## config.mk

```make
export PLATFORM = sky130hd
export DESIGN_NAME = dfc_top
export DESIGN_NICKNAME = d
export VERILOG_FILES = /design/src/rtl/dfc_pkg.sv /design/src/rtl/dfc_freeze_gate.sv /design/src/rtl/dfc_top.sv
export VERILOG_INCLUDE_DIRS = /design/src /design/src/rtl
export SDC_FILE = /design/constraint.sdc
export NUM_CORES = 1
export LEC_CHECK = 0
export ABC_AREA = 1
export CAP_MARGIN = 20
export CORE_AREA = 4 4 69 71
export CTS_CLUSTER_SIZE = 30
export DETAILED_ROUTE_END_ITERATION = 8
export DIE_AREA = 0 0 73 75
export DONT_BUFFER_PORTS = 1
export PLACE_DENSITY_LB_ADDON = 0.25
export SLEW_MARGIN = 15
export SYNTH_ARGS = -nofsm -noshare
export SYNTH_HDL_FRONTEND = slang
export SYNTH_SLANG_ARGS = --single-unit
```

## constraint.sdc

```tcl
create_clock -name ref_clk -period 0.9 [get_ports ref_clk]
set_input_delay 0.18 -clock ref_clk [delete_from_list [all_inputs] [get_ports ref_clk]]
set_output_delay 0.18 -clock ref_clk [all_outputs]
set_load 0.1 [all_outputs]
```

## src/rtl/dfc_defs.svh

```systemverilog
// Behaviour
// Debug halt with CAN bit blocks CAN reception
// Timer four bit freezes its counter
// Timer three bit freezes its counter
// Timer two bit freezes its counter
// Timer one bit freezes its counter
// Bits eleven, ten freeze bus timeout logic
// Window watchdog bit freezes its counter
// Independent watchdog bit freezes its counter
// Standby bit keeps power, clocks from oscillator
// Standby exit with bit set resets system
// Standby bit clear powers off, stops clocks
// Stop bit keeps clocks running from oscillator
// Stop bit clear gates clocks; exit restores default
// Software reprograms clock system after stop exit
// Sleep bit keeps both clocks from system clock
// Sleep bit clear stops only bus clock
// Frozen functions resume without losing state
// Bits reset to zero, reserved read zero
`ifndef DFC_DEFS_SVH
`define DFC_DEFS_SVH

// Register location in the core CSR space
`define DFC_CSR_ADDR      12'h7c0
`define DFC_CSR_AW        12

// Field positions
`define DFC_BIT_SLEEP     0
`define DFC_BIT_STOP      1
`define DFC_BIT_STANDBY   2
`define DFC_BIT_IWDG      8
`define DFC_BIT_WWDG      9
`define DFC_BIT_BUS1_TO   10
`define DFC_BIT_BUS2_TO   11
`define DFC_BIT_TIM1      12
`define DFC_BIT_TIM2      13
`define DFC_BIT_TIM3      14
`define DFC_BIT_TIM4      15
`define DFC_BIT_CAN       20

// Writable bits and reset value
`define DFC_WR_MASK       32'h0010ff07
`define DFC_RESET_VAL     32'h00000000

// Freeze channel count and low field of the freeze group
`define DFC_NUM_FREEZE    8
`define DFC_FREEZE_LSB    8

`endif

```

## src/rtl/dfc_pkg.sv

```systemverilog
package dfc_pkg;

  // Low-power controller states
  typedef enum logic [1:0] {
    LP_RUN,
    LP_SLEEP,
    LP_STOP,
    LP_STANDBY
  } dfc_lp_state_t;

  // Clock source selection for the free-running and bus clocks
  typedef enum logic [1:0] {
    CLK_SRC_CONFIGURED,
    CLK_SRC_INTERNAL_RC,
    CLK_SRC_NONE
  } dfc_clk_src_t;

endpackage : dfc_pkg

```

## src/rtl/dfc_freeze_gate.sv

```systemverilog
`timescale 1ns/1ps
`include "dfc_defs.svh"

// Per-channel run enables: a channel stops only while the core is halted and its freeze bit is set
module dfc_freeze_gate
  import dfc_pkg::*;
#(
  parameter int N = `DFC_NUM_FREEZE
) (
  input  wire logic         ref_clk,    // System clock
  input  wire logic         resetn,     // Async reset, active low
  input  wire logic         halted,     // Core in debug state
  input  wire logic [N-1:0] freeze,     // Freeze selects
  output logic      [N-1:0] run_en      // Per-channel run enable
);

  logic [N-1:0] run_d;
  logic [N-1:0] run_q;

  // Only an enable is gated, so counters hold their value and resume in place
  assign run_d  = ~({N{halted}} & freeze);
  assign run_en = run_q;

  // Registered so the enables are glitch-free toward the peripherals
  always_ff @(posedge ref_clk or negedge resetn) begin
    if (!resetn) begin
      run_q <= {N{1'b1}};
    end else begin
      run_q <= run_d;
    end
  end

endmodule : dfc_freeze_gate

```

## src/rtl/dfc_top.sv

```systemverilog
`timescale 1ns/1ps
`include "dfc_defs.svh"

// Debug freeze control register with peripheral freezes and low-power clock/power steering
module dfc_top
  import dfc_pkg::*;
(
  input  wire logic                 ref_clk,                     // System clock, 40 MHz
  input  wire logic                 resetn,                      // Async reset, active low
  input  wire logic [`DFC_CSR_AW-1:0] csr_addr,                  // CSR address
  input  wire logic                 csr_we,                      // CSR write strobe
  input  wire logic                 csr_re,                      // CSR read strobe
  input  wire logic [31:0]          csr_wdata,                   // CSR write data
  output logic      [31:0]          csr_rdata,                   // CSR read data, one cycle after read
  input  wire logic                 core_halted,                 // Core in debug state
  input  wire logic                 sleep_entry,                 // Pulse: core enters sleep
  input  wire logic                 stop_entry,                  // Pulse: core enters stop
  input  wire logic                 standby_entry,               // Pulse: core enters standby
  input  wire logic                 wake_pin,                    // Async wake event level
  output logic                      can_rx_en,                   // CAN receive register may accept data
  output logic                      timer_one_run,               // Timer one counter enable
  output logic                      timer_two_run,               // Timer two counter enable
  output logic                      timer_three_run,             // Timer three counter enable
  output logic                      timer_four_run,              // Timer four counter enable
  output logic                      first_bus_timeout_run,       // First bus timeout logic enable
  output logic                      second_bus_timeout_run,      // Second bus timeout logic enable
  output logic                      window_watchdog_run,         // Window watchdog counter enable
  output logic                      independent_watchdog_run,    // Independent watchdog counter enable
  output logic                      free_running_clock_en,       // Free-running clock gate
  output logic                      bus_clk_en,                  // Bus clock gate
  output dfc_clk_src_t              clk_src,                     // Clock source select
  output logic                      digital_power_en,            // Digital domain power
  output logic                      clk_cfg_restore,             // Pulse: restore reset clock config
  output logic                      sys_reset_req,               // Pulse: system reset request
  output dfc_lp_state_t             lp_state                     // Low-power state
);

  // ---------------- Register ----------------
  logic [31:0]   ctrl_q;
  logic [31:0]   ctrl_d;
  logic [31:0]   rdata_q;
  logic [31:0]   rdata_d;
  logic          csr_hit;
  logic          wr_en;

  // Address decode; unmapped reads return zero
  assign csr_hit = (csr_addr == `DFC_CSR_ADDR);
  assign wr_en   = csr_we & csr_hit;
  // Reserved positions never store, so they read as zero
  assign ctrl_d  = wr_en ? (csr_wdata & `DFC_WR_MASK) : ctrl_q;
  assign rdata_d = (csr_re & csr_hit) ? ctrl_q : 32'h00000000;
  assign csr_rdata = rdata_q;

  // Control register and read data
  always_ff @(posedge ref_clk or negedge resetn) begin
    if (!resetn) begin
      ctrl_q  <= `DFC_RESET_VAL;
      rdata_q <= 32'h00000000;
    end else begin
      ctrl_q  <= ctrl_d;
      rdata_q <= rdata_d;
    end
  end

  // ---------------- Field decode ----------------
  logic          dbg_sleep;
  logic          dbg_stop;
  logic          dbg_standby;
  logic [`DFC_NUM_FREEZE-1:0] freeze_sel;
  logic [`DFC_NUM_FREEZE:0]   run_all;

  assign dbg_sleep   = ctrl_q[`DFC_BIT_SLEEP];
  assign dbg_stop    = ctrl_q[`DFC_BIT_STOP];
  assign dbg_standby = ctrl_q[`DFC_BIT_STANDBY];
  assign freeze_sel  = ctrl_q[`DFC_FREEZE_LSB +: `DFC_NUM_FREEZE];

  // CAN sits on bit 20, away from the contiguous freeze group, so it rides as an extra channel
  dfc_freeze_gate #(
    .N (`DFC_NUM_FREEZE + 1)
  ) u_freeze (
    .ref_clk (ref_clk),
    .resetn  (resetn),
    .halted  (core_halted),
    .freeze  ({ctrl_q[`DFC_BIT_CAN], freeze_sel}),
    .run_en  (run_all)
  );

  // Channel mapping follows the field positions
  assign independent_watchdog_run = run_all[`DFC_BIT_IWDG - `DFC_FREEZE_LSB];
  assign window_watchdog_run      = run_all[`DFC_BIT_WWDG - `DFC_FREEZE_LSB];
  assign first_bus_timeout_run    = run_all[`DFC_BIT_BUS1_TO - `DFC_FREEZE_LSB];
  assign second_bus_timeout_run   = run_all[`DFC_BIT_BUS2_TO - `DFC_FREEZE_LSB];
  assign timer_one_run            = run_all[`DFC_BIT_TIM1 - `DFC_FREEZE_LSB];
  assign timer_two_run            = run_all[`DFC_BIT_TIM2 - `DFC_FREEZE_LSB];
  assign timer_three_run          = run_all[`DFC_BIT_TIM3 - `DFC_FREEZE_LSB];
  assign timer_four_run           = run_all[`DFC_BIT_TIM4 - `DFC_FREEZE_LSB];
  assign can_rx_en                = run_all[`DFC_NUM_FREEZE];

  // ---------------- Wake synchroniser ----------------
  logic          wake_s1_q;
  logic          wake_s2_q;
  logic          wake_prev_q;
  logic          wake_rise;

  // Two flops before use; edge detect looks only at the second stage
  always_ff @(posedge ref_clk or negedge resetn) begin
    if (!resetn) begin
      wake_s1_q   <= 1'b0;
      wake_s2_q   <= 1'b0;
      wake_prev_q <= 1'b0;
    end else begin
      wake_s1_q   <= wake_pin;
      wake_s2_q   <= wake_s1_q;
      wake_prev_q <= wake_s2_q;
    end
  end

  assign wake_rise = wake_s2_q & ~wake_prev_q;

  // ---------------- Low-power state machine ----------------
  dfc_lp_state_t state_q;
  dfc_lp_state_t state_d;
  logic          restore_d;
  logic          restore_q;
  logic          rst_req_d;
  logic          rst_req_q;

  // Entry requests are taken only from run; wake leaves any low-power state
  always_comb begin
    state_d   = state_q;
    restore_d = 1'b0;
    rst_req_d = 1'b0;
    unique case (state_q)
      LP_RUN: begin
        if (standby_entry) begin
          state_d = LP_STANDBY;
        end else if (stop_entry) begin
          state_d = LP_STOP;
        end else if (sleep_entry) begin
          state_d = LP_SLEEP;
        end
      end
      LP_SLEEP: begin
        // Clock configuration is untouched, so no restore on exit
        if (wake_rise) begin
          state_d = LP_RUN;
        end
      end
      LP_STOP: begin
        // Exit always falls back to the reset clock setup; software then rebuilds PLL and crystal
        if (wake_rise) begin
          state_d   = LP_RUN;
          restore_d = 1'b1;
        end
      end
      LP_STANDBY: begin
        // Exit is a system reset whether the domain was kept powered or not
        if (wake_rise) begin
          state_d   = LP_RUN;
          rst_req_d = 1'b1;
        end
      end
    endcase
  end

  // State and exit pulses
  always_ff @(posedge ref_clk or negedge resetn) begin
    if (!resetn) begin
      state_q   <= LP_RUN;
      restore_q <= 1'b0;
      rst_req_q <= 1'b0;
    end else begin
      state_q   <= state_d;
      restore_q <= restore_d;
      rst_req_q <= rst_req_d;
    end
  end

  assign lp_state        = state_q;
  assign clk_cfg_restore = restore_q;
  assign sys_reset_req   = rst_req_q;

  // ---------------- Clock and power steering ----------------
  logic          free_running_clock_d;
  logic          hclk_d;
  logic          pwr_d;
  dfc_clk_src_t  src_d;
  logic          free_running_clock_q;
  logic          hclk_q;
  logic          pwr_q;
  dfc_clk_src_t  src_q;

  // Gates follow the state and the debug mode bits; bits are read live so a debugger may change them
  always_comb begin
    free_running_clock_d = 1'b1;
    hclk_d = 1'b1;
    pwr_d  = 1'b1;
    src_d  = CLK_SRC_CONFIGURED;
    unique case (state_q)
      LP_RUN: begin
        src_d = CLK_SRC_CONFIGURED;
      end
      LP_SLEEP: begin
        src_d  = CLK_SRC_CONFIGURED;
        hclk_d = dbg_sleep;
      end
      LP_STOP: begin
        free_running_clock_d = dbg_stop;
        hclk_d = dbg_stop;
        src_d  = dbg_stop ? CLK_SRC_INTERNAL_RC : CLK_SRC_NONE;
      end
      LP_STANDBY: begin
        free_running_clock_d = dbg_standby;
        hclk_d = dbg_standby;
        pwr_d  = dbg_standby;
        src_d  = dbg_standby ? CLK_SRC_INTERNAL_RC : CLK_SRC_NONE;
      end
    endcase
  end

  // Registered gates avoid decode glitches reaching the clock cells
  always_ff @(posedge ref_clk or negedge resetn) begin
    if (!resetn) begin
      free_running_clock_q <= 1'b1;
      hclk_q <= 1'b1;
      pwr_q  <= 1'b1;
      src_q  <= CLK_SRC_CONFIGURED;
    end else begin
      free_running_clock_q <= free_running_clock_d;
      hclk_q <= hclk_d;
      pwr_q  <= pwr_d;
      src_q  <= src_d;
    end
  end

  assign free_running_clock_en = free_running_clock_q;
  assign bus_clk_en            = hclk_q;
  assign digital_power_en      = pwr_q;
  assign clk_src               = src_q;

endmodule : dfc_top

```

# Yosys cells after proc, flatten, opt, wreduce, memory -nomap -nowiden

Index checks and enable logic that the tools add are counted.

Eq/ne operators: 6
Muxes and demuxes: 15
Bitwise operators: 6
Reductions and logical operators: 4

Operators by type and width:

| operator               | count |
|---|---|
| $mux W21               | 1 |
| $eq A12 B11 Y1 const B | 1 |
| $mux W2                | 6 |
| $and A9 B9 Y9          | 1 |
| $not A9 Y9             | 1 |
| $pmux W2 S3            | 1 |
| $eq A2 B2 Y1 const B   | 2 |
| $mux W1                | 4 |
| $ne A4 B4 Y1 const B   | 1 |
| $pmux W2 S2            | 1 |
| $and A1 B1 Y1          | 3 |
| $pmux W1 S3            | 1 |
| $reduce_or A3 Y1       | 1 |
| $eq A2 B1 Y1 const B   | 1 |
| $logic_not A2 Y1       | 1 |
| $ne A2 B1 Y1 const B   | 1 |
| $pmux W1 S2            | 1 |
| $reduce_and A2 Y1      | 1 |
| $reduce_or A2 Y1       | 1 |
| $not A1 Y1             | 1 |

Bits in registers: 54
Input bits: 53
Output and inout port bits: 50
Logic and storage cells: 44

# Logic depth before layout (Yosys ltp)

Gate-level depths: netlist of the first run.

Word-level depth: 4
Depth in mapped cells: 8

# Modules after synthesis

From an unflattened synthesis of the first run, not the netlist that was laid out.

Cell total of the unflattened synthesis: 177
Area, all modules: 1,828.0 µm²

By module, submodules not included:

| module          | times used | cells an instance | area an instance (µm²) | sequential area each (µm²) |
|---|---|---|---|---|
| dfc_top         | 1          | 158               | 1,546.5                | 904.6 |
| dfc_freeze_gate | 1          | 19                | 281.5                  | 236.5 |

# Worst setup path after synthesis of the first run

No wires, ideal clock.

Kind: register to register
Start point: register state_q[1], in the netlist lp_state[1]
End point: register src_q[1], in the netlist clk_src[1]
Library setup time: 0.121 ns
Arrival time: 1.500 ns
Required time: 0.779 ns
Setup slack: -0.720 ns
Cell stages (with the launch flop): 6
Path buffers: 0
Clock period less this slack: 1.620 ns
Cells stage by stage: dfrtp_1 > nand2_1 > o22ai_1 > inv_1 > nand2_1 > inv_1

Cells in the longest elaborated chain, start to end: 3

Ends and longest elaborated chain:

| item                                             | line           | text |
|---|---|---|
| start: declaration                               | dfc_top.sv:121 | `dfc_lp_state_t state_q;` |
| start signal: assignment                         | dfc_top.sv:173 | `state_q <= state_d;` |
| $eq A2 B1 Y1 or $logic_not A2 Y1 (tied branches) | dfc_top.sv:199 | `unique case (state_q)` |
| $reduce_or A2 Y1 (no source line)                | --             |  |
| $pmux W2 S3 (*)                                  | dfc_top.sv:199 |  |
| via src_d[1]                                     | dfc_top.sv:187 | `dfc_clk_src_t src_d;` |
| end signal: assignment                           | dfc_top.sv:232 | `src_q <= src_d;` |
| end: declaration                                 | dfc_top.sv:191 | `dfc_clk_src_t src_q;` |

The timed path passes the listed nets; every way through them passes the cells marked *.
A chain may end at the register's enable or synchronous reset.

# Final worst setup path of the first run

Start point: register state_q[1], in the netlist lp_state[1]
End point: output lp_state[1]

RTL lines:

| item             | line          | text |
|---|---|---|
| end: declaration | dfc_top.sv:35 | `output dfc_lp_state_t lp_state` |

No word-level cell between the ends.

==> metrics.yaml, run 1 <==
failed_checks: "negative hold slack, negative setup slack"
drv_slew: 0
crit_required_ns: 0.72
cts_tree: "built"
cap_violations: 0
core_sq_um: 4230
peakVddDrop_v: 0.00155
drt-initial-drc-count: 73
setup_viol: 37
synth_area_per_cell_sq_um: 10.3
cp-end-kind: "output pin"
totalWireLength_um: 3730
p_leak_nw: 1.12
drive_above_1_share: 0.498
numPortBuffers: 0
nets: 267
cpMaxStageDelayCell: "dfrtp_4"
wl_met1_um: 1340
crit_type: "flop to output pin"
cts_max_level: 2
finalCriticalPeriod_ns: 1.27
hold_viol_final: 45
synth_largest_area_cell: "dfrtp_1"
antenna_found_initial: 0
grt_max_degree: 46
antennaDiodeCount: 0
rsz0062_at_grt: "true"
start_util: 0.430
grt_first_pass_wirelength_um: 5670
num_io_pins: 103
r2r_setup_slack_ns: -0.18
rows: 24
dr_wl_met2_um: 1950
status: "complete, but fails checks"
synth_cell_types: 18
yosys_register_bits: 45
fin_ws_ns: -0.365
clock-sinks: 45
dp_worst_setup_slack_ns: -0.151
wl_met3_um: 357
clock_latency_ns: 0.29
synth_area_leaders: "dfrtp_1, dfstp_2, nand2_1"
grt_usage: 0.137
yosys_warnings: 0
routed_via_density: 4.52
hold_ws_ns: -0.420
arrival_ns: 1.09
overflow: 0
cp_top_family: "flip-flops"
path_cells: "buf_6 > buf_12"
clk_pin_slew_ns: 0.08
die_w_um: 73
skew_ns: 0.00620
drc: 0
via_count: 1207
cts-root-buf: "clkbuf_8"
clk_path_buf_depth: 2
dr.pass1.iters: 4
fin_crit_sh: 1.41
grt_pass1_vias: 1202
ctsHoldBuffers: 2
die_height_um: 75
wl_per_cell_um: 14.0
hpwl_um: 2730
placed_cells: 253
synthCells: 177
fmax_ghz: 0.790
path_max_fanout: 2
cts_buffers: 5
synth_top_cell_area_share: 0.454
gp_congestion: 0.706
critPathBufInv: 2
netlist_area_sq_um: 1820
final_cells: 267
hp-class: "input port to asynchronous set/reset pin"
drtAntennaViolNets: 0
max_stage_delay_ns: 0.50
ys_seq_area_frac: 0.627
start_kind: "flop"
die_area_sq_um: 5480
syn2layout_area_growth_pct: 39.9
top_layer: "met4"
p_per_area_nw_per_um2: 2490
## synthesized netlist by cell type
master     n
nand3_1    1
dfstp_2   12
buf_2      1
buf_4     21
nand2_1   43
nand3_2    2
nor2_4     1
a21oi_1    1
conb_1     1
buf_6      2
dfrtp_1   33
o21ai_0    1
nor2_2    11
inv_1     21
clkbuf_1   2
nand4_1   12
o22ai_1    3
nor2_1     9
## flip-flops by register name, summed over array words and instances, names as in the netlist, 2 cells and up
register / count
csr_rdata: 12
clk_src: 2
lp_state: 2
ctrl_q: 12
u_freeze.run_en: 9
## worst reg2reg max path, delay by kind of cell (launching register included)
kind                   cells  cell delay (ns)
AOI/OAI and AO/OA          1             0.15
buffers and inverters      3             0.18
DFF                        1             0.52
and+or+nand+nor            2             0.13
## through the flow
step / utilization / area [sq um] / power [mW] / TNS, ns
floorplan: - / 2000 / 4.21 / -1.77
global placement: 0.547 / 2320 / 4.61 / -1.77
detailed placement: 0.547 / 2320 / 4.64 / -2.23
CTS: 0.589 / 2490 / 6.14 / -8.14
global route: 0.601 / 2550 / 6.53 / -8.97
finish: 0.601 / 2550 / 6.33 / -7.93
## metal layers
layer  up-vias  track usage
li1        573            -
met1       566        0.153
met2        59        0.235
met3         9       0.0454
met4         0       0.0656
met5         -            0
## report_power, final
group / switching, mW / leakage [nW] / internal (mW)
Clock: 0.629 / 0.0450 / 0.538
Combinational: 1.47 / 0.527 / 0.759
Sequential: 0.617 / 0.546 / 2.32
## logic make-up after synthesis
logic type             synth area share
and+or+nand+nor                   0.206
buffers and inverters             0.149
DFF                               0.627
AOI/OAI and AO/OA                0.0158
other                           0.00206
## layout make-up
| class | count | area (sq um) |
|---|---|---|
| sequential | 45 | 1210 |
| inverter | 21 | 86.3 |
| tap | 52 | 65.1 |
| multi-input combinational | 104 | 569 |
| fill | 351 | 1690 |
| timing repair buffer | 37 | 531 |
| clock inverter | 2 | 10.0 |
| clock buffer | 6 | 72.6 |
## cell usage in the layout (no fill, tap or decap)
| cell type | synthesis | layout |
|---|---|---|
| inv_4 | 0 | 1 |
| nand2_1 | 43 | 36 |
| conb_1 | 1 | 20 |
| clkbuf_8 | 0 | 5 |
| buf_4 | 21 | 11 |
| nand2_4 | 0 | 3 |
| inv_2 | 0 | 3 |
| dfrtp_1 | 33 | 16 |
| dlygate4sd3_1 | 0 | 2 |
| nand3_2 | 2 | 3 |
| nor2_1 | 9 | 4 |
| inv_6 | 0 | 1 |
| dfstp_4 | 0 | 12 |
| nand2_2 | 0 | 4 |
| nor2_4 | 1 | 3 |
| clkbuf_1 | 2 | 1 |
| dfrtp_4 | 0 | 2 |
| o21ai_2 | 0 | 1 |
| o22ai_2 | 0 | 2 |
| clkinv_2 | 0 | 2 |
| dfrtp_2 | 0 | 15 |
| nor2_2 | 11 | 14 |
| inv_1 | 21 | 16 |
| a21oi_1 | 1 | 1 |
| o22ai_4 | 0 | 1 |
| buf_6 | 2 | 6 |
| buf_12 | 0 | 18 |
| nand4_1 | 12 | 12 |
## what timing repair did
item | in CTS | in global routing
pin swaps | 5 | 4
setup buffers | 4 | 2
resized for setup | 14 | 15
endpoints found under the hold margin | 55 | 45
endpoints found under the setup margin | 35 | 39
## final timing paths
check / from / to / cells past startpoint
setup / recovery: lp_state[1] / lp_state[1] / 2
min in group ref_clk: csr_we / ctrl_q[20] / 2
hold reg to reg: wake_s1_q / wake_s2_q / 0
setup reg to reg: lp_state[0] / clk_src[1] / 6
hold / removal: resetn / csr_rdata[15] / 0
max in group asynchronous: resetn / u_freeze.run_en[5] / 0
Power figures use the tool's default switching activity.
==> run 2, diff against run 1 <==
--- a/config.mk
+++ b/config.mk
@@ -14,6 +14,7 @@
 export DIE_AREA = 0 0 73 75
 export DONT_BUFFER_PORTS = 1
 export PLACE_DENSITY_LB_ADDON = 0.25
+export SETUP_SLACK_MARGIN = 0.1
 export SLEW_MARGIN = 15
 export SYNTH_ARGS = -nofsm -noshare
 export SYNTH_HDL_FRONTEND = slang
==> run 2 against run 1 <==
The flow still finishes with violations (negative hold slack, negative setup slack); critical endpoint is now timer_three_run; global-route usage up 0.18 points; fmax is 0.25% higher; critical path type unchanged; utilization fell by 6.4 points; non-clock buffer count decreased by 20; largest power group unchanged; via count down 5.4%; final cell count decreased by 7.5%.
==> metrics.yaml, run 2 (same netlist as run 1, synthesis figures left out) <==
status: "complete, but fails checks"
failed_checks: "negative hold slack, negative setup slack"
antennaDiodeCount: 0
fin_total_pwr_mw: 6.27
clk_pin_slew_ns: 0.08
worstReg2RegStart: "lp_state[0]"
fin_crit_sh: 1.40
final_area_sq_um: 2270
dr.pass1.iters: 4
start_util: 0.430
setup_viol: 38
final_util: 0.537
hold_viol_final: 45
multiInputGateArea_sq_um: 577
ff_latch_area_sq_um: 1250
final_cell_mix: "nand2_1, conb_1, dfrtp_4, inv_1"
die_area_sq_um: 5480
clk_path_buf_depth: 2
start_kind: "flop"
overflow: 0
cp.depth: 0
totalWireLength_um: 3710
numPortBuffers: 0
grt_usage: 0.139
gp_congestion: 0.702
p_per_area_nw_per_um2: 2760
rows: 24
p_leak_nw: 0.980
drc: 0
grt_pass1_vias: 1142
hpwl_um: 2580
hold_ws_ns: -0.424
path_max_fanout: 1
skew_ns: 0.00544
rr_worst_depth: 6
antenna_found_initial: 0
r2r_setup_slack_ns: -0.16
clock-sinks: 45
cap_violations: 0
placed_cell_area_sq_um: 2030
cts_tree: "built"
drtAntennaViolNets: 0
num_io_pins: 103
drive_above_1_share: 0.441
peakVddDrop_v: 0.00131
finalCriticalPeriod_ns: 1.26
fmax_ghz: 0.792
die_height_um: 75
cts-root-buf: "clkbuf_8"
core_sq_um: 4230
cts_max_level: 2
fin_ws_ns: -0.362
crit_end: "timer_three_run"
drv_slew: 0
final_common_cell: "nand2_1"
fillerInstances: 369
rr_endpoint: "clk_src[1]"
clock_latency_ns: 0.29
syn2layout_area_growth_pct: 24.9
cp-end-kind: "output pin"
routed_via_density: 4.62
nets: 247
wl_per_cell_um: 15.0
crit_required_ns: 0.72
rsz0062_at_grt: "true"
hp-class: "input port to asynchronous set/reset pin"
drt-initial-drc-count: 76
grt_first_pass_wirelength_um: 5510
crit_type: "flop to output pin"
via_count: 1142
die_w_um: 73
grt_max_degree: 46
crit_path_start: "u_freeze.run_en[6]"
arrival_ns: 1.08
ctsHoldBuffers: 2
cts_buffers: 5
setup_tns_ns: -8.48
## run 2: cell types whose count changed in the layout (fill, tap and decap cells not counted), moves of 2 or more
cell and change:
dfrtp_4 +15, buf_12 -14, dfrtp_2 -14, buf_4 -8, buf_6 +2, clkinv_2 -2
## run 2: layer usage
| metal | part of all wire | GRT usage | vias up |
|---|---|---|---|
| met5 | 0 | 0 | - |
| met4 | 0.019 | 0.0615 | 0 |
| met3 | 0.097 | 0.0628 | 7 |
| met2 | 0.55 | 0.238 | 55 |
| met1 | 0.34 | 0.146 | 546 |
| li1 | - | - | 534 |
## run 2: worst min path at each step
stage                          to  slack [ns]
global route        sys_reset_req       -0.45
floorplan              clk_src[0]       -0.12
global placement       clk_src[1]       -0.11
CTS                 sys_reset_req       -0.43
finish              sys_reset_req       -0.42
detailed placement  sys_reset_req       -0.11
## run 2: area by class of cell
type	count	share of cell area
Sequential cell	45	0.550
Tap cell	52	0.0286
Clock buffer	7	0.0336
Multi-Input combinational cell	104	0.254
Clock inverter	1	0.00165
Inverter	21	0.0380
Timing Repair Buffer	17	0.0946
## run 2: through the flow
| stage | setup WS, ns | cells |
|---|---|---|
| 6_report | -0.362 | 247 |
| 5_1_grt | -0.396 | 247 |
| 4_1_cts | -0.377 | 246 |
| 3_5_place_dp | -0.168 | 233 |
| 3_3_place_gp | -0.129 | 233 |
| 2_1_floorplan | -0.280 | 196 |
## run 2: repair_timing
| action | 4_1_cts | 5_1_grt |
|---|---|---|
| gates resized for setup | 23 | 9 |
| buffers inserted | 4 | 1 |
| endpoints found under the setup margin | 38 | 54 |
| hold endpoints to repair | 55 | 45 |
| pin swaps | 8 | 5 |
## run 2: report_power, final
part	switching [mW]	total [mW]	internal [mW]	leakage, nW
Combinational	1.21	1.92	0.713	0.399
Sequential	0.876	3.21	2.34	0.540
Clock	0.601	1.14	0.540	0.0399
Total	2.68	6.27	3.59	0.980
